$ cat src/inc/rtb_cfg.svh
// Addresses, field positions and reset values of the receive/transmit control bank
`ifndef RTB_CFG_SVH
`define RTB_CFG_SVH

// Command and write addresses
`define RTB_ADDR_RESET   8'h1a
`define RTB_ADDR_GEN_WR  8'h1b
`define RTB_ADDR_RXC_WR  8'h1c
`define RTB_ADDR_RXM_WR  8'h1d
`define RTB_ADDR_TXC_WR  8'h1e
`define RTB_ADDR_OFS_WR  8'h1f

// Read-back addresses
`define RTB_ADDR_GEN_RD  8'heb
`define RTB_ADDR_RXC_RD  8'hec
`define RTB_ADDR_RXM_RD  8'hed
`define RTB_ADDR_TXC_RD  8'hee
`define RTB_ADDR_OFS_RD  8'hef

// Reset value of every register
`define RTB_REG_RESET    8'h00

// Field positions
`define RTB_GEN_AMP_BIT  5
`define RTB_GEN_PWR_HI   5
`define RTB_RXC_DRV_BIT  7
`define RTB_RXC_COR_BIT  6
`define RTB_RXC_RF_HI    4
`define RTB_RXC_RF_LO    2
`define RTB_RXC_BB_HI    1
`define RTB_RXC_BB_LO    0
`define RTB_RXM_SEL_HI   7
`define RTB_RXM_SEL_LO   6
`define RTB_RXM_IINV_BIT 5
`define RTB_RXM_QINV_BIT 4
`define RTB_RXM_LO_HI    3
`define RTB_RXM_LO_LO    0
`define RTB_TXC_SRC_BIT  7
`define RTB_TXC_TRIM_HI  3
`define RTB_TXC_TRIM_LO  0
`define RTB_OFS_I_HI     3
`define RTB_OFS_I_LO     0
`define RTB_OFS_Q_HI     7
`define RTB_OFS_Q_LO     4

// Serial framing: last bit index of a byte
`define RTB_BIT_LAST     3'h7

`endif

$ cat src/inc/rtb_pkg.sv
// Types shared by the receive/transmit control bank
package rtb_pkg;

	// Serial port phase, one-hot
	typedef enum logic [4:0] {
		RTB_ST_IDLE = 5'h01,
		RTB_ST_ADDR = 5'h02,
		RTB_ST_DATA = 5'h04,
		RTB_ST_READ = 5'h08,
		RTB_ST_HOLD = 5'h10
	} rtb_phase_t;

	typedef logic [7:0] rtb_byte_t;

endpackage : rtb_pkg

$ cat src/verilog/rtb_ofs_dec.sv
// Sign and magnitude decode of one DC offset correction field
`timescale 1ns/10ps
module rtb_ofs_dec (
	input  wire logic [3:0] i_code,
	output logic            o_neg,
	output logic      [2:0] o_mag
);

	// Both zero-magnitude codes mean no correction, so no sign either
	assign o_mag = i_code[2:0];
	assign o_neg = i_code[3] & (|i_code[2:0]);

endmodule : rtb_ofs_dec

$ cat src/verilog/rtb_serial_port.sv
// Serial command port: address byte, then one data byte in or out
`timescale 1ns/10ps
`include "rtb_cfg.svh"
module rtb_serial_port (
	input  wire logic              i_clk,
	input  wire logic              i_rst,
	input  wire logic              i_sel_n,
	input  wire logic              i_sclk,
	input  wire logic              i_cdata,
	input  wire logic              i_rd_load,
	input  wire rtb_pkg::rtb_byte_t i_rd_word,
	output rtb_pkg::rtb_byte_t     o_addr,
	output logic                   o_addr_stb,
	output rtb_pkg::rtb_byte_t     o_data,
	output logic                   o_data_stb,
	output logic                   o_rdata,
	output logic                   o_rdata_oe
);

	rtb_pkg::rtb_phase_t state_q;
	rtb_pkg::rtb_byte_t  sh_q;
	rtb_pkg::rtb_byte_t  rd_q;
	logic          [2:0] cnt_q;
	logic                sclk_q;
	wire                 rise = i_sclk & ~sclk_q;
	wire                 last = (cnt_q == `RTB_BIT_LAST);
	wire           [7:0] sh_nx = {sh_q[6:0], i_cdata};

	always_ff @(posedge i_clk)
	begin
		sclk_q     <= i_sclk;
		o_addr_stb <= 1'b0;
		o_data_stb <= 1'b0;
		if (i_rst || i_sel_n)
		begin
			state_q    <= rtb_pkg::RTB_ST_IDLE;
			cnt_q      <= 3'h0;
			rd_q       <= `RTB_REG_RESET;
			o_rdata_oe <= 1'b0;
			if (i_rst)
			begin
				sh_q   <= `RTB_REG_RESET;
				o_addr <= `RTB_REG_RESET;
				o_data <= `RTB_REG_RESET;
			end
		end
		else
		begin
			unique case (state_q)
				rtb_pkg::RTB_ST_IDLE: state_q <= rtb_pkg::RTB_ST_ADDR;
				rtb_pkg::RTB_ST_ADDR, rtb_pkg::RTB_ST_DATA:
				begin
					if (i_rd_load)
					begin
						state_q    <= rtb_pkg::RTB_ST_READ;
						rd_q       <= i_rd_word;
						o_rdata_oe <= 1'b1;
					end
					else if (rise)
					begin
						sh_q  <= sh_nx;
						cnt_q <= cnt_q + 3'h1;
						if (last && state_q == rtb_pkg::RTB_ST_ADDR)
						begin
							o_addr     <= sh_nx;
							o_addr_stb <= 1'b1;
							state_q    <= rtb_pkg::RTB_ST_DATA;
						end
						else if (last)
						begin
							o_data     <= sh_nx;
							o_data_stb <= 1'b1;
							state_q    <= rtb_pkg::RTB_ST_HOLD;
						end
					end
				end
				// Host samples on the rise, so the next bit follows it
				rtb_pkg::RTB_ST_READ:
				begin
					if (rise)
					begin
						rd_q  <= {rd_q[6:0], 1'b0};
						cnt_q <= cnt_q + 3'h1;
						if (last)
						begin
							state_q    <= rtb_pkg::RTB_ST_HOLD;
							o_rdata_oe <= 1'b0;
						end
					end
				end
				// Extra bytes in one frame are ignored
				rtb_pkg::RTB_ST_HOLD: state_q <= rtb_pkg::RTB_ST_HOLD;
				default: state_q <= rtb_pkg::RTB_ST_IDLE;
			endcase
		end
	end

	assign o_rdata = rd_q[7];

endmodule : rtb_serial_port

$ cat src/verilog/rtb_top.sv
// Receive/transmit control register bank behind a serial command port
`timescale 1ns/10ps
`include "rtb_cfg.svh"
module rtb_top (
	input  wire logic       i_clk,
	input  wire logic       i_rst,
	input  wire logic       i_sel_n,
	input  wire logic       i_sclk,
	input  wire logic       i_cdata,
	output logic            o_rdata,
	output logic            o_rdata_oe,
	output logic            o_powersave,
	output logic      [7:0] o_gen_ctrl,
	output logic            o_rx_output_drive_boost,
	output logic            o_iq_balance_fix_enable,
	output logic      [2:0] o_rf_gain_step,
	output logic      [1:0] o_bb_gain_step,
	output logic            o_rx_i_enable,
	output logic            o_rx_q_enable,
	output logic            o_i_amp_on,
	output logic            o_q_amp_on,
	output logic      [3:0] o_lo_level_trim,
	output logic            o_tx_lo_source_sel,
	output logic      [3:0] o_tx_lo_path_trim,
	output logic            o_i_offset_neg,
	output logic      [2:0] o_i_offset_mag,
	output logic            o_q_offset_neg,
	output logic      [2:0] o_q_offset_mag
);

	// ==========================================================
	// Serial port
	// ==========================================================
	rtb_pkg::rtb_byte_t addr;
	rtb_pkg::rtb_byte_t data;
	rtb_pkg::rtb_byte_t rd_word;
	logic               addr_stb;
	logic               data_stb;
	logic               rd_load;

	rtb_serial_port u_port (
		.i_clk      (i_clk),
		.i_rst      (i_rst),
		.i_sel_n    (i_sel_n),
		.i_sclk     (i_sclk),
		.i_cdata    (i_cdata),
		.i_rd_load  (rd_load),
		.i_rd_word  (rd_word),
		.o_addr     (addr),
		.o_addr_stb (addr_stb),
		.o_data     (data),
		.o_data_stb (data_stb),
		.o_rdata    (o_rdata),
		.o_rdata_oe (o_rdata_oe)
	);

	// ==========================================================
	// Register storage
	// ==========================================================
	rtb_pkg::rtb_byte_t gen_q;
	rtb_pkg::rtb_byte_t rxc_q;
	rtb_pkg::rtb_byte_t rxm_q;
	rtb_pkg::rtb_byte_t txc_q;
	rtb_pkg::rtb_byte_t ofs_q;

	// ==========================================================
	// Address decode
	// ==========================================================
	// reset command detect
	wire clr_cmd = addr_stb && (addr == `RTB_ADDR_RESET);
	wire clr_all = i_rst || clr_cmd;

	wire wr_gen = data_stb && (addr == `RTB_ADDR_GEN_WR);
	wire wr_rxc = data_stb && (addr == `RTB_ADDR_RXC_WR);
	wire wr_rxm = data_stb && (addr == `RTB_ADDR_RXM_WR);
	wire wr_txc = data_stb && (addr == `RTB_ADDR_TXC_WR);
	wire wr_ofs = data_stb && (addr == `RTB_ADDR_OFS_WR);

	wire rd_gen = (addr == `RTB_ADDR_GEN_RD);
	wire rd_rxc = (addr == `RTB_ADDR_RXC_RD);
	wire rd_rxm = (addr == `RTB_ADDR_RXM_RD);
	wire rd_txc = (addr == `RTB_ADDR_TXC_RD);
	wire rd_ofs = (addr == `RTB_ADDR_OFS_RD);
	wire rd_hit = rd_gen | rd_rxc | rd_rxm | rd_txc | rd_ofs;

	// A write address never starts a read, so its data phase stays inbound
	assign rd_load = addr_stb & rd_hit;

	assign rd_word = rd_gen ? gen_q :
	                 rd_rxc ? rxc_q :
	                 rd_rxm ? rxm_q :
	                 rd_txc ? txc_q :
	                 rd_ofs ? ofs_q : `RTB_REG_RESET;

	// ==========================================================
	// Register writes
	// ==========================================================
	// reserved bits kept; are the host's duty
	always_ff @(posedge i_clk)
	begin
		if (clr_all)
			gen_q <= `RTB_REG_RESET;
		else if (wr_gen)
			gen_q <= data;
	end

	always_ff @(posedge i_clk)
	begin
		if (clr_all)
			rxc_q <= `RTB_REG_RESET;
		else if (wr_rxc)
			rxc_q <= data;
	end

	always_ff @(posedge i_clk)
	begin
		if (clr_all)
			rxm_q <= `RTB_REG_RESET;
		else if (wr_rxm)
			rxm_q <= data;
	end

	always_ff @(posedge i_clk)
	begin
		if (clr_all)
			txc_q <= `RTB_REG_RESET;
		else if (wr_txc)
			txc_q <= data;
	end

	always_ff @(posedge i_clk)
	begin
		if (clr_all)
			ofs_q <= `RTB_REG_RESET;
		else if (wr_ofs)
			ofs_q <= data;
	end

	// ==========================================================
	// Field decode
	// ==========================================================
	// amplifier power bit
	wire amp_pwr = gen_q[`RTB_GEN_AMP_BIT];

	// powersave when gen_q bits 5:0 are all clear, even if a channel select or amp invert leaves a block on
	wire pwr_save = ~(|gen_q[`RTB_GEN_PWR_HI:0]);

	wire drv_boost = rxc_q[`RTB_RXC_DRV_BIT];

	wire cor_en = rxc_q[`RTB_RXC_COR_BIT];

	// RF attenuation code, reserved codes passed unchanged
	wire [2:0] rf_step = rxc_q[`RTB_RXC_RF_HI:`RTB_RXC_RF_LO];

	wire [1:0] bb_step = rxc_q[`RTB_RXC_BB_HI:`RTB_RXC_BB_LO];

	// channel select, code 11 leaves both off
	wire rx_channel_sel_hi = rxm_q[`RTB_RXM_SEL_HI];
	wire rx_channel_sel_lo = rxm_q[`RTB_RXM_SEL_LO];
	wire i_chan_en         = ~rx_channel_sel_hi;
	wire q_chan_en         = ~rx_channel_sel_lo;

	wire i_amp_invert = rxm_q[`RTB_RXM_IINV_BIT];
	wire q_amp_invert = rxm_q[`RTB_RXM_QINV_BIT];
	wire i_amp_en     = amp_pwr ^ i_amp_invert;
	wire q_amp_en     = amp_pwr ^ q_amp_invert;

	wire [3:0] lo_trim_raw = rxm_q[`RTB_RXM_LO_HI:`RTB_RXM_LO_LO];
	wire [3:0] lo_trim     = cor_en ? lo_trim_raw : 4'h0;

	wire tx_src = txc_q[`RTB_TXC_SRC_BIT];

	wire [3:0] tx_trim = txc_q[`RTB_TXC_TRIM_HI:`RTB_TXC_TRIM_LO];

	wire [3:0] i_offset_trim = ofs_q[`RTB_OFS_I_HI:`RTB_OFS_I_LO];
	wire [3:0] q_offset_trim = ofs_q[`RTB_OFS_Q_HI:`RTB_OFS_Q_LO];

	logic       i_neg;
	logic [2:0] i_mag;
	logic       q_neg;
	logic [2:0] q_mag;

	rtb_ofs_dec u_i_ofs (
		.i_code (i_offset_trim),
		.o_neg  (i_neg),
		.o_mag  (i_mag)
	);

	rtb_ofs_dec u_q_ofs (
		.i_code (q_offset_trim),
		.o_neg  (q_neg),
		.o_mag  (q_mag)
	);

	// ==========================================================
	// Output registers
	// ==========================================================
	// One cycle behind the stored bytes, so analog controls see clean edges
	always_ff @(posedge i_clk)
	begin
		if (i_rst)
		begin
			o_powersave <= 1'b1;
			o_gen_ctrl  <= `RTB_REG_RESET;
		end
		else
		begin
			o_powersave <= pwr_save;
			o_gen_ctrl  <= gen_q;
		end
	end

	always_ff @(posedge i_clk)
	begin
		if (i_rst)
		begin
			o_rx_output_drive_boost <= 1'b0;
			o_iq_balance_fix_enable <= 1'b0;
			o_rf_gain_step          <= 3'h0;
			o_bb_gain_step          <= 2'h0;
		end
		else
		begin
			o_rx_output_drive_boost <= drv_boost;
			o_iq_balance_fix_enable <= cor_en;
			o_rf_gain_step          <= rf_step;
			o_bb_gain_step          <= bb_step;
		end
	end

	always_ff @(posedge i_clk)
	begin
		if (i_rst)
		begin
			o_rx_i_enable   <= 1'b1;
			o_rx_q_enable   <= 1'b1;
		end
		else
		begin
			o_rx_i_enable   <= i_chan_en;
			o_rx_q_enable   <= q_chan_en;
		end
	end

	always_ff @(posedge i_clk)
	begin
		if (i_rst)
		begin
			o_i_amp_on      <= 1'b0;
			o_q_amp_on      <= 1'b0;
			o_lo_level_trim <= 4'h0;
		end
		else
		begin
			o_i_amp_on      <= i_amp_en;
			o_q_amp_on      <= q_amp_en;
			o_lo_level_trim <= lo_trim;
		end
	end

	always_ff @(posedge i_clk)
	begin
		if (i_rst)
		begin
			o_tx_lo_source_sel <= 1'b0;
			o_tx_lo_path_trim  <= 4'h0;
		end
		else
		begin
			o_tx_lo_source_sel <= tx_src;
			o_tx_lo_path_trim  <= tx_trim;
		end
	end

	always_ff @(posedge i_clk)
	begin
		if (i_rst)
		begin
			o_i_offset_neg <= 1'b0;
			o_i_offset_mag <= 3'h0;
		end
		else
		begin
			o_i_offset_neg <= i_neg;
			o_i_offset_mag <= i_mag;
		end
	end

	always_ff @(posedge i_clk)
	begin
		if (i_rst)
		begin
			o_q_offset_neg <= 1'b0;
			o_q_offset_mag <= 3'h0;
		end
		else
		begin
			o_q_offset_neg <= q_neg;
			o_q_offset_mag <= q_mag;
		end
	end

endmodule : rtb_top

$ cat config.mk
export PLATFORM = sky130hd
export DESIGN_NAME = rtb_top
export DESIGN_NICKNAME = d
export VERILOG_FILES = /design/src/inc/rtb_pkg.sv /design/src/verilog/rtb_ofs_dec.sv /design/src/verilog/rtb_serial_port.sv /design/src/verilog/rtb_top.sv
export VERILOG_INCLUDE_DIRS = /design/src /design/src/inc
export SDC_FILE = /design/constraint.sdc
export NUM_CORES = 1
export LEC_CHECK = 0
export BUFFER_PORTS_ARGS = -buffer_cell sky130_fd_sc_hd__buf_2
export CAP_MARGIN = 20
export CORE_MARGIN = 2
export CORE_UTILIZATION = 30
export CTS_CLUSTER_SIZE = 28
export DETAILED_ROUTE_END_ITERATION = 8
export GPL_ROUTABILITY_DRIVEN = 0
export PLACE_DENSITY = 0.54
export SLEW_MARGIN = 20
export SYNTH_ARGS = -nofsm -noshare
export SYNTH_HDL_FRONTEND = slang
export SYNTH_SLANG_ARGS = --single-unit
$ cat constraint.sdc
create_clock -name i_clk -period 3.5 [get_ports i_clk]
set_input_delay 0.525 -clock i_clk [delete_from_list [all_inputs] [get_ports i_clk]]
set_output_delay 0.525 -clock i_clk [all_outputs]
set_load 0.1 [all_outputs]
; ---- Word level (Yosys, flattened, before mapping)
; Cells that the tools add are included.
[totals]
inputBits = 5
elab_cells = 142
output_inout_bits = 39
reg_bits = 120
[op_classes]
n_reduce_logical = 28
n_addsub = 1
eq_ne = 25
muxes = 39
bitwise = 17
[ops]
columns = operator, n
row1 = $mux 8, 19
row2 = $eq 8x5->1 const B, 6
row3 = $eq 8x8->1 const B, 5
row4 = $mux 7, 4
row5 = $mux 5, 5
row6 = $pmux 5 s4, 1
row7 = $pmux 8 s2, 1
row8 = $reduce_bool 2->1, 5
row9 = $ne 2x1->1 const B, 4
row10 = $reduce_and 4->1, 2
row11 = $logic_and 1x1->1, 7
row12 = $not 1->1, 7
row13 = $mux 3, 2
row14 = $ne 2x2->1 const B, 3
row15 = $pmux 3 s2, 1
row16 = $reduce_and 6->1, 1
row17 = $reduce_or 3->1, 2
row18 = $reduce_or 6->1, 1
row19 = $eq 5x1->1 const B, 1
row20 = $eq 5x2->1 const B, 1
row21 = $eq 5x3->1 const B, 1
row22 = $eq 5x4->1 const B, 1
row23 = $eq 5x5->1 const B, 1
row24 = $mux 1, 5
row25 = 14 further kinds, 24

; ---- Depth between registers and ports, before layout
; Gate-level depths: netlist (run 1).
[depth]
depth_word = 9
depth_mapped = 8
depth_no_buf = 6

; ---- Hierarchy
; From an unflattened synthesis (run 1), not the netlist that was laid out.
[unflattened]
hier_cells = 457
area_unflattened_um2 = 4860.9
[modules_own_cells]
columns = mod, seq_area_each_um2, n_inst, cells_each, area_each_um2
row1 = rtb_top, 1541.5, 1, 285, 2929.1
row2 = rtb_serial_port, 1091.0, 1, 164, 1869.3
row3 = rtb_ofs_dec, 0.0, 2, 4, 31.3

; ---- Worst setup path before layout (run 1)
; OpenSTA, ideal clock, no wires.
[synth_timing]
path_kind = register to register
from = register u_port.o_addr[1]
to = register u_port.o_data[0] (enable)
setup_ns = 0.398
t_arrival_ns = 2.100
synth_period_minus_slack_ns = 2.498
path_buffers = 1
required_ns = 3.102
slack_ns = 1.002
stages_incl_launch_ff = 6
path_cell_list = edfxtp_1 buf_4 and2_4 o2111ai_4 nand2_1 o41ai_1
[synth_via]
elab_chain_cells = 8
elab_cells_between_ends = 12
cone_classes = eq/ne: 6 / bitwise: 5 / reduce/logical: 1
[synth_rtl]
columns = element, line
row1 = "start, declared", rtb_serial_port.sv:12  ; output rtb_pkg::rtb_byte_t o_addr,
row2 = "start signal, assigned", rtb_serial_port.sv:43  ; o_addr <= `RTB_REG_RESET;
row3 = "start signal, assigned", rtb_serial_port.sv:65  ; o_addr <= sh_nx;
row4 = $eq 8x8->1 (no line), n/a
row5 = $or 1x1->1 (3 in series), rtb_top.sv:84  ; wire rd_hit = rd_gen | rd_rxc | rd_rxm | rd_txc | rd_ofs;
row6 = $or 1x1->1 *, rtb_top.sv:84
row7 = $and 1x1->1 *, rtb_top.sv:87  ; assign rd_load = addr_stb & rd_hit;
row8 = $ne 2x1->1 (no line) *, n/a
row9 = $reduce_and 6->1 (no line) *, n/a
row10 = "end signal, assigned", rtb_serial_port.sv:44  ; o_data <= `RTB_REG_RESET;
row11 = "end signal, assigned", rtb_serial_port.sv:71  ; o_data <= sh_nx;
row12 = "end, declared", rtb_serial_port.sv:14  ; output rtb_pkg::rtb_byte_t o_data,
; Every way passes the cells marked *; elsewhere a longest branch is shown, timed or not.
; A chain may end at the register's enable or synchronous reset.

; ---- Worst setup path after layout (run 1)
[layout_timing]
from = register u_port.o_addr[1]
to = register u_port.sh_q[2] (enable)
[layout_via]
elab_chain_cells = 8
elab_cells_between_ends = 12
cone_classes = eq/ne: 6 / bitwise: 5 / reduce/logical: 1
[layout_rtl]
columns = element, line
row1 = $eq 8x8->1 (no line), n/a
row2 = $or 1x1->1 (3 in series), rtb_top.sv:84
row3 = $or 1x1->1 *, rtb_top.sv:84
row4 = $and 1x1->1 *, rtb_top.sv:87
row5 = $ne 2x1->1 (no line) *, n/a
row6 = $reduce_and 4->1 (no line) *, n/a
row7 = "end signal, assigned", rtb_serial_port.sv:42  ; sh_q <= `RTB_REG_RESET;
row8 = "end signal, assigned", rtb_serial_port.sv:61  ; sh_q <= sh_nx;
row9 = "end, declared", rtb_serial_port.sv:21  ; rtb_pkg::rtb_byte_t sh_q;
; Marks and branches as above.

==> results.rst, run 1 <==
.. list-table::
   :header-rows: 1

   * - Metric
     - Value
   * - Hold violation count in the final report
     - 0
   * - Insertion delay to the later sink of the worst-skew pair
     - 0.41 ns
   * - Average cell area after synthesis
     - 10.2 sq um
   * - Synthesized netlist net count
     - 460
   * - Largest net degree at the start of global routing
     - 41
   * - Transition at the pin with the smallest max-transition slack
     - 0.724 ns
   * - Number of enable-type register cells in the synthesized netlist
     - 23
   * - Highest-delay cell along the critical path
     - sky130_fd_sc_hd__edfxtp_1
   * - First-pass GRT wire length
     - 16.9 mm
   * - DR pass1 iterations
     - 5
   * - Type of the tightest min-delay check
     - input pin to register
   * - Min Tclk post-route
     - 2.39 ns
   * - Start point of the worst min-delay path
     - i_sclk
   * - Die X-Extent
     - 128 um
   * - Count of cell types in the netlist
     - 51
   * - Avg Vias per Cell
     - 4.83
   * - Setup total negative slack
     - 0 ns
   * - Combinational family with the most area after synthesis
     - simple AND/OR/NAND/NOR gates
   * - Critical path peak fanout
     - 19
   * - Detailed-route wire length per cell
     - 15.2 um
   * - Non-Filler Cell Area, Final
     - 5560 sq um
   * - Worst Hold Path EP
     - u_port.sclk_q
   * - Warnings from Yosys
     - 0
   * - Type of element launching the critical path
     - register
   * - Critical path type
     - register to register
   * - Number of DRC markers after the initial detailed-route iteration
     - 219
   * - Cell count after synthesis
     - 453
   * - Number of storage elements in the synthesis netlist
     - 120
   * - Post-synth top flop
     - sky130_fd_sc_hd__dfxtp_1
   * - Power density over the cells
     - 571 nW/um^2
   * - Sum of overflow across all layers after global routing
     - 0
   * - Most common cell in the synthesized netlist
     - sky130_fd_sc_hd__dfxtp_1
   * - Starting Density
     - 30.6%
   * - Maximum single-stage delay on the critical path
     - 0.64 ns
   * - Post-layout nets
     - 499
   * - DPL Wire Length
     - 7.28 mm
   * - Drt total wl
     - 10.5 mm
   * - Status
     - completed
   * - Achievable frequency
     - 419 MHz
   * - Resized cells post-CTS
     - 0
   * - Total CTS buffers
     - 17
   * - Async SR Flop Fraction
     - 0%
   * - Data required time of the worst path
     - 3.54 ns
   * - Worst Clk Skew
     - 0.00887 ns
   * - Worst slew margin relative to its limit
     - 51.6%
   * - Leading post-synthesis cells by cell area
     - sky130_fd_sc_hd__dfxtp_1 (42%), sky130_fd_sc_hd__edfxtp_1 (15%), sky130_fd_sc_hd__mux2i_1 (5.4%), sky130_fd_sc_hd__nor2_1 (4.1%), sky130_fd_sc_hd__nor2b_1 (4.0%)
   * - FP Rows
     - 45
   * - Number of nets still failing antenna checks after routing
     - 0
   * - Number of buffers inserted to repair setup after CTS
     - 0
   * - Post-detailed-route DRC marker count
     - 0
   * - I/O pin cnt
     - 44
   * - Final cell count without fillers
     - 692
   * - Mapped Area
     - 4640 sq um
   * - N_diodes
     - 0
   * - Fraction of the mapped netlist area in compound gates
     - 12.3%
   * - Post-synthesis to final-layout area growth
     - 20.0%
   * - Max Cap Violations
     - 0
   * - Length in cells of the worst reg-to-reg path
     - 4
   * - Portion of netlist area occupied by mux cells
     - 5.40%
   * - Final Max Slew Viols
     - 0
   * - Placed instance count
     - 661
   * - Type of element capturing the critical path
     - register
   * - Fillcell total
     - 1474
   * - FF-to-FF Start
     - u_port.o_addr[1]
   * - Max H-tree Level
     - 4
   * - Worst vdd ir
     - 0.360 mV
   * - Via count of the first global-routing pass
     - 3201
   * - Total via count in the routed design
     - 3342
   * - Initial antenna violation count
     - 0
   * - Die Outline Area
     - 16500 sq um
   * - Most frequent cells after synthesis
     - sky130_fd_sc_hd__dfxtp_1 (97), sky130_fd_sc_hd__nor2_1 (51), sky130_fd_sc_hd__nand2_1 (44), sky130_fd_sc_hd__nor2b_1 (30), sky130_fd_sc_hd__a21oi_1 (29)
   * - Number of sinks driven by the clock tree
     - 120
   * - Post-place instance area
     - 4990 sq um
   * - RSZ-0062 raised after global routing
     - false
   * - Height of the die
     - 128 um
   * - Area share of xor/xnor cells in the synthesized design
     - 0.756%
   * - TritonCTS clock tree
     - done
   * - Area used by sequential logic in the layout
     - 2630 sq um
   * - Combined area of the multi-input logic cells
     - 1890 sq um
   * - Clock-pin slew on the worst setup and hold paths
     - 0.05 ns
   * - Crit path cell chain
     - and2_4 -> o2111ai_4 -> nand2_1 -> o31ai_2
   * - Area share of fa/ha/maj cells after synthesis
     - 0.540%
   * - Count of buffering cells on the critical path with inverters included
     - 0
   * - Number of buffer cells added on primary ports
     - 43
   * - Stages on the worst setup path
     - 4
   * - Core Box Area
     - 15100 sq um
   * - Data arrival time of the worst path
     - 2.43 ns
   * - Number of buffers between clock root and the deepest sink
     - 2
   * - Cell class contributing the biggest share of worst-path delay
     - compound AO/OA/AOI/OAI gates
   * - Post-synth top area cell
     - sky130_fd_sc_hd__dfxtp_1
   * - Fraction of layout instances using a drive strength above 1
     - 17.7%
   * - Total of hold buffers inserted after clock tree synthesis
     - 0
   * - Post-synthesis simple-gate area fraction
     - 21.6%
   * - Number of cells on the worst hold path
     - 1
   * - Cell at the root of the clock tree
     - sky130_fd_sc_hd__clkbuf_16
   * - Top-area cell type share of the netlist area
     - 41.9%
   * - Setup Viol. Count Final
     - 0
   * - Final cycle utilization of the critical path
     - 68.2%
   * - Seq/Total Area, Yosys
     - 56.8%
   * - Worst reg2reg endpoint
     - u_port.sh_q[2]
   * - Global-route usage over all layers
     - 13.7%
   * - Setup slack of the worst register-to-register path
     - 1.11 ns
   * - Static power due to leakage
     - 2.34 nW
[cells by family after synthesis]
| family | count (synthesis) |
|---|---|
| simple gates | 194 |
| flops | 120 |
| compound gates | 81 |
| buf+inv | 27 |
| mux | 25 |
| xor+xnor | 4 |
| fa+ha+maj | 2 |
[final cells by class]
type / count / share of cell area [%]
clock buffers: 22 / 8.34
clock inverters: 9 / 1.80
inverters: 1 / 0.0675
multi-input cells: 306 / 34.0
flip-flops and latches: 120 / 47.3
well taps: 188 / 4.23
repair buffers: 46 / 4.27
[metrics by stage]
| stage | setup WS (ns) | util (%) | hold WS, ns | power (mW) |
|---|---|---|---|---|
| floorplan | 1.00 | - | 0.371 | 1.54 |
| global placement | 0.921 | 32.9 | 0.422 | 1.56 |
| detailed placement | 0.750 | 32.9 | 0.429 | 1.56 |
| CTS | 0.732 | 36.7 | 0.225 | 3.22 |
| global route | 0.869 | 36.7 | 0.239 | 3.29 |
| finish | 1.11 | 36.7 | 0.243 | 3.18 |
[sequential cells by signal (all words and copies together), names as in the netlist, 3 cells and up]
signal / cells
gen_q: 8
rxm_q: 8
o_gen_ctrl: 8
o_q_offset_mag: 3
o_lo_level_trim: 4
rxc_q: 8
o_tx_lo_path_trim: 4
o_rf_gain_step: 3
u_port.rd_q: 8
txc_q: 8
u_port.o_addr: 8
u_port.sh_q: 7
ofs_q: 8
u_port.o_data: 8
u_port.state_q: 5
u_port.cnt_q: 3
o_i_offset_mag: 3
[cell usage in the layout (no fill, tap or decap), types with 4 or more instances in the layout]
cell type,synthesis,final
sky130_fd_sc_hd__nor2_1,51,51
sky130_fd_sc_hd__a22o_1,7,7
sky130_fd_sc_hd__mux2i_1,25,25
sky130_fd_sc_hd__nor3_1,6,6
sky130_fd_sc_hd__dfxtp_1,97,97
sky130_fd_sc_hd__buf_2,7,43
sky130_fd_sc_hd__nor2b_1,30,30
sky130_fd_sc_hd__nand2_1,44,44
sky130_fd_sc_hd__o31ai_1,17,15
sky130_fd_sc_hd__and2_1,20,20
sky130_fd_sc_hd__or4_1,4,4
sky130_fd_sc_hd__edfxtp_1,23,23
sky130_fd_sc_hd__o21ai_0,6,6
sky130_fd_sc_hd__o22ai_1,4,4
sky130_fd_sc_hd__nand3_1,17,17
sky130_fd_sc_hd__clkinv_2,0,5
sky130_fd_sc_hd__clkbuf_16,0,17
sky130_fd_sc_hd__a21oi_1,29,29
[worst max path at each step]
| stage | from | endpoint | slack (ns) |
|---|---|---|---|
| floorplan | u_port.o_addr[1] | u_port.o_data[0] | 1.00 |
| global placement | u_port.o_addr[1] | u_port.sh_q[0] | 0.92 |
| detailed placement | u_port.o_addr[1] | u_port.sh_q[2] | 0.75 |
| CTS | u_port.o_addr[1] | u_port.sh_q[2] | 0.73 |
| global route | u_port.o_addr[7] | ofs_q[1] | 0.87 |
| finish | u_port.o_addr[1] | u_port.sh_q[2] | 1.11 |
[metal layers]
metal	part of all wire [%]	global-route usage, %	wire length (um)
met1	46	17.6	4810
met3	5.6	4.13	589
met4	1.2	7.63	123
met5	0	0	0
met2	47	20.5	4970
[worst register-to-register path: cells and delay by family (launching register included)]
kind,cells,cell delay [ns]
flip-flops,1,0.64
AO/OA/AOI/OAI,2,0.89
AND/OR/NAND/NOR,2,0.49
[report_power, final]
part | switching [mW] | internal (mW) | total (mW)
Clock | 0.571 | 1.07 | 1.64
Combinational | 0.0555 | 0.0254 | 0.0808
Sequential | 0.0273 | 1.43 | 1.46
No activity file was read; power rests on OpenSTA's default activity.
==> inputs of run 2 (changes only) <==
Clock period 3.5 ns to 2.29 ns, I/O delays scaled along.
==> results.rst, run 2 (synthesis gave the netlist of run 1 again) <==
.. list-table::
   :header-rows: 1

   * - Metric
     - Value
   * - Status
     - completed
   * - RSZ-0062 raised after global routing
     - false
   * - Worst slew margin relative to its limit
     - 67.1%
   * - Insertion delay to the later sink of the worst-skew pair
     - 0.41 ns
   * - Avg Vias per Cell
     - 4.80
   * - TritonCTS clock tree
     - done
   * - Worst Clk Skew
     - 0.00675 ns
   * - Max H-tree Level
     - 4
   * - Power density over the cells
     - 864 nW/um^2
   * - Post-place instance area
     - 5090 sq um
   * - Area used by sequential logic in the layout
     - 2630 sq um
   * - Resized cells post-CTS
     - 0
   * - Largest net degree at the start of global routing
     - 31
   * - Critical path peak fanout
     - 8
   * - Net switching fraction of the power
     - 20.7%
   * - Most frequent standard cell in the layout excluding fill and tap cells
     - sky130_fd_sc_hd__dfxtp_1
   * - Number of buffers inserted to repair setup after CTS
     - 0
   * - Type of element capturing the critical path
     - register
   * - Cell at the root of the clock tree
     - sky130_fd_sc_hd__clkbuf_16
   * - Number of DRC markers after the initial detailed-route iteration
     - 327
   * - Starting Density
     - 30.6%
   * - Setup Viol. Count Final
     - 0
   * - Initial antenna violation count
     - 0
   * - Number of buffers between clock root and the deepest sink
     - 2
   * - Height of the die
     - 128 um
   * - Hold violation count in the final report
     - 0
   * - DR pass1 iterations
     - 7
   * - Post-detailed-route DRC marker count
     - 0
   * - Post-layout nets
     - 512
   * - Transition at the pin with the smallest max-transition slack
     - 0.498 ns
   * - Type of the tightest min-delay check
     - input pin to register
   * - Number of sinks driven by the clock tree
     - 120
   * - Type of element launching the critical path
     - register
   * - Part of the power in combinational logic
     - 3.0%
   * - FP Rows
     - 45
   * - Core Box Area
     - 15100 sq um
   * - DPL Wire Length
     - 7.44 mm
   * - Static power due to leakage
     - 2.41 nW
   * - Max Cap Violations
     - 0
   * - Post-synthesis to final-layout area growth
     - 22.3%
   * - Total CTS buffers
     - 17
   * - Achievable frequency
     - 516 MHz
   * - Clk pwr share
     - 51.8%
   * - Non-Filler Cell Area, Final
     - 5670 sq um
   * - Die Outline Area
     - 16500 sq um
   * - Data required time of the worst path
     - 2.41 ns
   * - First-pass GRT wire length
     - 17.0 mm
   * - Number of nets still failing antenna checks after routing
     - 0
   * - Final Max Slew Viols
     - 0
   * - Combined area of the multi-input logic cells
     - 1890 sq um
   * - I/O pin cnt
     - 44
   * - Highest-count cells in the layout ignoring fill and taps
     - sky130_fd_sc_hd__dfxtp_1 (97), sky130_fd_sc_hd__nor2_1 (51), sky130_fd_sc_hd__nand2_1 (44)
   * - Fillcell total
     - 1473
   * - Die X-Extent
     - 128 um
   * - Critical path type
     - register to register
   * - Sequential share of power
     - 45.2%
   * - Switching pwr
     - 1.01 mW
   * - Via count of the first global-routing pass
     - 3220
   * - Sum of overflow across all layers after global routing
     - 0
   * - Final cycle utilization of the critical path
     - 84.6%
   * - Drt total wl
     - 10.7 mm
   * - Detailed-route wire length per cell
     - 15.1 um
   * - Data arrival time of the worst path
     - 2.05 ns
   * - Fraction of layout instances using a drive strength above 1
     - 19.7%
   * - Setup total negative slack
     - 0 ns
   * - Clock-pin slew on the worst setup and hold paths
     - 0.05 ns
   * - Global-route usage over all layers
     - 13.7%
   * - Total of hold buffers inserted after clock tree synthesis
     - 0
   * - Min Tclk post-route
     - 1.94 ns
   * - N_diodes
     - 0
   * - Internal portion of total power
     - 3.89 mW
   * - Number of buffer cells added on primary ports
     - 43
   * - Total via count in the routed design
     - 3387
   * - Worst vdd ir
     - 0.538 mV
[run 2: power groups by stage]
stage / Clock, mW / Combinational [mW] / Sequential, mW
after global routing: 2.68 / 0.163 / 2.22
after global placement: 0 / 0.147 / 2.26
final: 2.54 / 0.147 / 2.22
after CTS: 2.60 / 0.147 / 2.22
after floorplan: 0 / 0.107 / 2.24
after detailed placement: 0 / 0.147 / 2.26
[run 2: path summary, 6_finish.rpt]
check                   startpoint                to  slack [ns]  depth (start not counted)
setup / recovery  u_port.o_addr[1]  u_port.o_data[3]        0.35                          5
hold / removal              i_sclk     u_port.sclk_q        0.06                          1
setup reg to reg  u_port.o_addr[1]  u_port.o_data[3]        0.35                          5
hold reg to reg           rxm_q[6]     o_rx_q_enable        0.45                          1
[run 2: layout make-up]
cell class              count  share of cell area [%]
inverters                   1                  0.0662
clock buffers              24                    9.04
repair buffers             59                    5.91
well taps                 188                    4.15
flip-flops and latches    120                    46.4
multi-input cells         306                    33.3
clock inverters             7                    1.17
[run 2: stage by stage]
stage                     std cells  hold slack (ns)  worst slack [ns]  utilization [%]  total power [mW]
after global routing            705           0.0417             0.212             37.5              5.06
final                           705           0.0563             0.353             37.5              4.90
after global placement          674            0.431             0.371             33.6              2.41
after detailed placement        674            0.424             0.365             33.6              2.41
after CTS                       705           0.0395             0.342             37.5              4.96
after floorplan                 453            0.371             0.155                -              2.35
[run 2: worst max-delay path, stage by stage (launching register included)]
cell and delay (ns):
sky130_fd_sc_hd__edfxtp_1 0.39, sky130_fd_sc_hd__and2_4 0.21, sky130_fd_sc_hd__o2111ai_4 0.27, sky130_fd_sc_hd__nand2_1 0.20, sky130_fd_sc_hd__o41ai_2 0.35, sky130_fd_sc_hd__buf_4 0.23
[run 2: routing by layer]
metal  vias up  track usage (%)  part of all wire (%)
met5         -                0                     0
met4         0             6.72                   2.5
met3        18             3.51                   5.6
met2       108             21.0                    45
met1      1562             17.9                    47
li1       1699                -                     -
==> inputs of run 3 (changes only) <==
Clock period 2.29 ns to 2 ns, I/O delays scaled along.
==> results.rst, run 3 (synthesis gave the netlist of run 1 again) <==
.. list-table::
   :header-rows: 1

   * - Metric
     - Value
   * - Worst slew margin relative to its limit
     - 65.4%
   * - Core Box Area
     - 15100 sq um
   * - I/O pin cnt
     - 44
   * - Total via count in the routed design
     - 3409
   * - DR WL met3
     - 651 um
   * - Static power due to leakage
     - 2.45 nW
   * - FP Rows
     - 45
   * - Insertion delay to the later sink of the worst-skew pair
     - 0.42 ns
   * - Starting Density
     - 30.6%
   * - Number of DRC markers after the initial detailed-route iteration
     - 270
   * - Fillcell total
     - 1492
   * - TritonCTS clock tree
     - done
   * - Post-synthesis to final-layout area growth
     - 23.7%
   * - Number of nets still failing antenna checks after routing
     - 0
   * - First-pass GRT wire length
     - 17.3 mm
   * - FF-to-FF Start
     - u_port.o_addr[1]
   * - Sum of overflow across all layers after global routing
     - 0
   * - Maximum single-stage delay on the critical path
     - 0.53 ns
   * - Height of the die
     - 128 um
   * - Top metal layer carrying routed signals
     - met4
   * - Detailed-route wire length per cell
     - 15.2 um
   * - Achievable frequency
     - 527 MHz
   * - Power density over the cells
     - 1010 nW/um^2
   * - Critical path type
     - register to register
   * - Placed instance count
     - 679
   * - DPL Wire Length
     - 7.51 mm
   * - Die Outline Area
     - 16500 sq um
   * - Number of cells on the worst hold path
     - 1
   * - Via count of the first global-routing pass
     - 3276
   * - Worst vdd ir
     - 0.617 mV
   * - Highest-delay cell along the critical path
     - sky130_fd_sc_hd__or4_1
   * - Crit path cell chain
     - buf_4 -> nand2_2 -> nor2_1 -> or4_1 -> and3_1 -> o31ai_1
   * - Transition at the pin with the smallest max-transition slack
     - 0.519 ns
   * - Die X-Extent
     - 128 um
   * - Cell class contributing the biggest share of worst-path delay
     - simple AND/OR/NAND/NOR gates
   * - Routed met2 length
     - 4.98 mm
   * - Most frequent standard cell in the layout excluding fill and tap cells
     - sky130_fd_sc_hd__dfxtp_1
   * - Setup Viol. Count Final
     - 0
   * - Hold violation count in the final report
     - 0
   * - Worst Hold Margin
     - 0.0112 ns
   * - Avg Vias per Cell
     - 4.79
   * - Type of the tightest min-delay check
     - input pin to register
   * - Type of element capturing the critical path
     - register
   * - Count of buffering cells on the critical path with inverters included
     - 1
   * - Worst reg2reg endpoint
     - u_port.rd_q[7]
   * - Number of buffers between clock root and the deepest sink
     - 2
   * - Clock-pin slew on the worst setup and hold paths
     - 0.06 ns
   * - Start point of the worst min-delay path
     - i_sclk
   * - Min Tclk post-route
     - 1.90 ns
   * - Post-detailed-route DRC marker count
     - 0
   * - Data arrival time of the worst path
     - 2.23 ns
   * - Critical path peak fanout
     - 18
   * - Final cell count without fillers
     - 711
   * - Fraction of layout instances using a drive strength above 1
     - 20.8%
   * - N_diodes
     - 0
   * - Final Max Slew Viols
     - 0
   * - Highest-count cells in the layout ignoring fill and taps
     - sky130_fd_sc_hd__dfxtp_1 (97), sky130_fd_sc_hd__nor2_1 (50), sky130_fd_sc_hd__nand2_1 (44)
   * - Drt total wl
     - 10.8 mm
   * - Status
     - completed
   * - DR pass1 iterations
     - 5
   * - Number of buffer cells added on primary ports
     - 43
   * - Number of sinks driven by the clock tree
     - 120
   * - RSZ-0062 raised after global routing
     - false
   * - Data required time of the worst path
     - 2.33 ns
   * - Cell at the root of the clock tree
     - sky130_fd_sc_hd__clkbuf_16
   * - Max H-tree Level
     - 4
   * - Largest net degree at the start of global routing
     - 28
   * - Setup slack of the worst register-to-register path
     - 0.10 ns
   * - Length in cells of the worst reg-to-reg path
     - 6
   * - Global-route usage over all layers
     - 13.8%
   * - Initial antenna violation count
     - 0
   * - Final cycle utilization of the critical path
     - 94.9%
   * - Max Cap Violations
     - 0
   * - Post-layout nets
     - 517
   * - Worst Clk Skew
     - 0.0126 ns
   * - Type of element launching the critical path
     - register
   * - Number of buffers inserted to repair setup after CTS
     - 0
   * - Total routed wire length on the met1 layer
     - 5.00 mm
   * - Worst Hold Path EP
     - u_port.sclk_q
   * - Total CTS buffers
     - 17
   * - Core occupancy in the finished layout
     - 37.9%
run 3: metal layers:
metal  up-vias  track usage [%]
li1       1706                -
met1      1594             18.1
met2        94             21.5
met3        15             3.67
met4         0             5.88
met5         -                0
run 3: how the worst max path moves through the flow:
stage	start	to	slack [ns]	cells after the start
final	u_port.o_addr[1]	u_port.rd_q[7]	0.10	6
after global routing	u_port.o_addr[1]	u_port.rd_q[7]	0.03	6
after CTS	u_port.o_addr[1]	u_port.rd_q[7]	0.10	6
after detailed placement	u_port.o_addr[1]	u_port.rd_q[7]	0.11	6
after global placement	u_port.o_addr[3]	u_port.rd_q[7]	0.12	4
after floorplan	u_port.o_addr[1]	u_port.o_data[0]	-0.13	5
run 3: metrics by stage:
stage / area (sq um) / setup WS, ns / power, mW / setup TNS, ns
5_1_grt: 5730 / 0.0274 / 5.97 / 0
4_1_cts: 5730 / 0.103 / 5.82 / 0
2_1_floorplan: 4640 / -0.135 / 2.69 / -2.92
3_3_place_gp: 5130 / 0.115 / 2.76 / 0
3_5_place_dp: 5130 / 0.113 / 2.76 / 0
6_report: 5730 / 0.102 / 5.77 / 0
run 3: layout make-up:
class,instances,area (sq um),area share (%)
multi-input combinational,306,1890,32.9
sequential,120,2630,45.9
tap,188,235,4.10
timing repair buffer,64,373,6.50
clock inverter,10,115,2.01
clock buffer,22,485,8.47
inverter,1,3.75,0.0655
run 3: power breakdown:
group / total, mW / internal [mW] / leakage (nW) / switching, mW
Clock: 3.06 / 1.97 / 0.296 / 1.09
Combinational: 0.171 / 0.0587 / 1.13 / 0.112
Sequential: 2.54 / 2.50 / 1.02 / 0.0394
Total: 5.77 / 4.53 / 2.45 / 1.24
run 3: what timing repair did:
action                                  4_1_cts  5_1_grt
endpoints found under the setup margin        0        1
resized for setup                             0        1
hold buffers                                  0        0
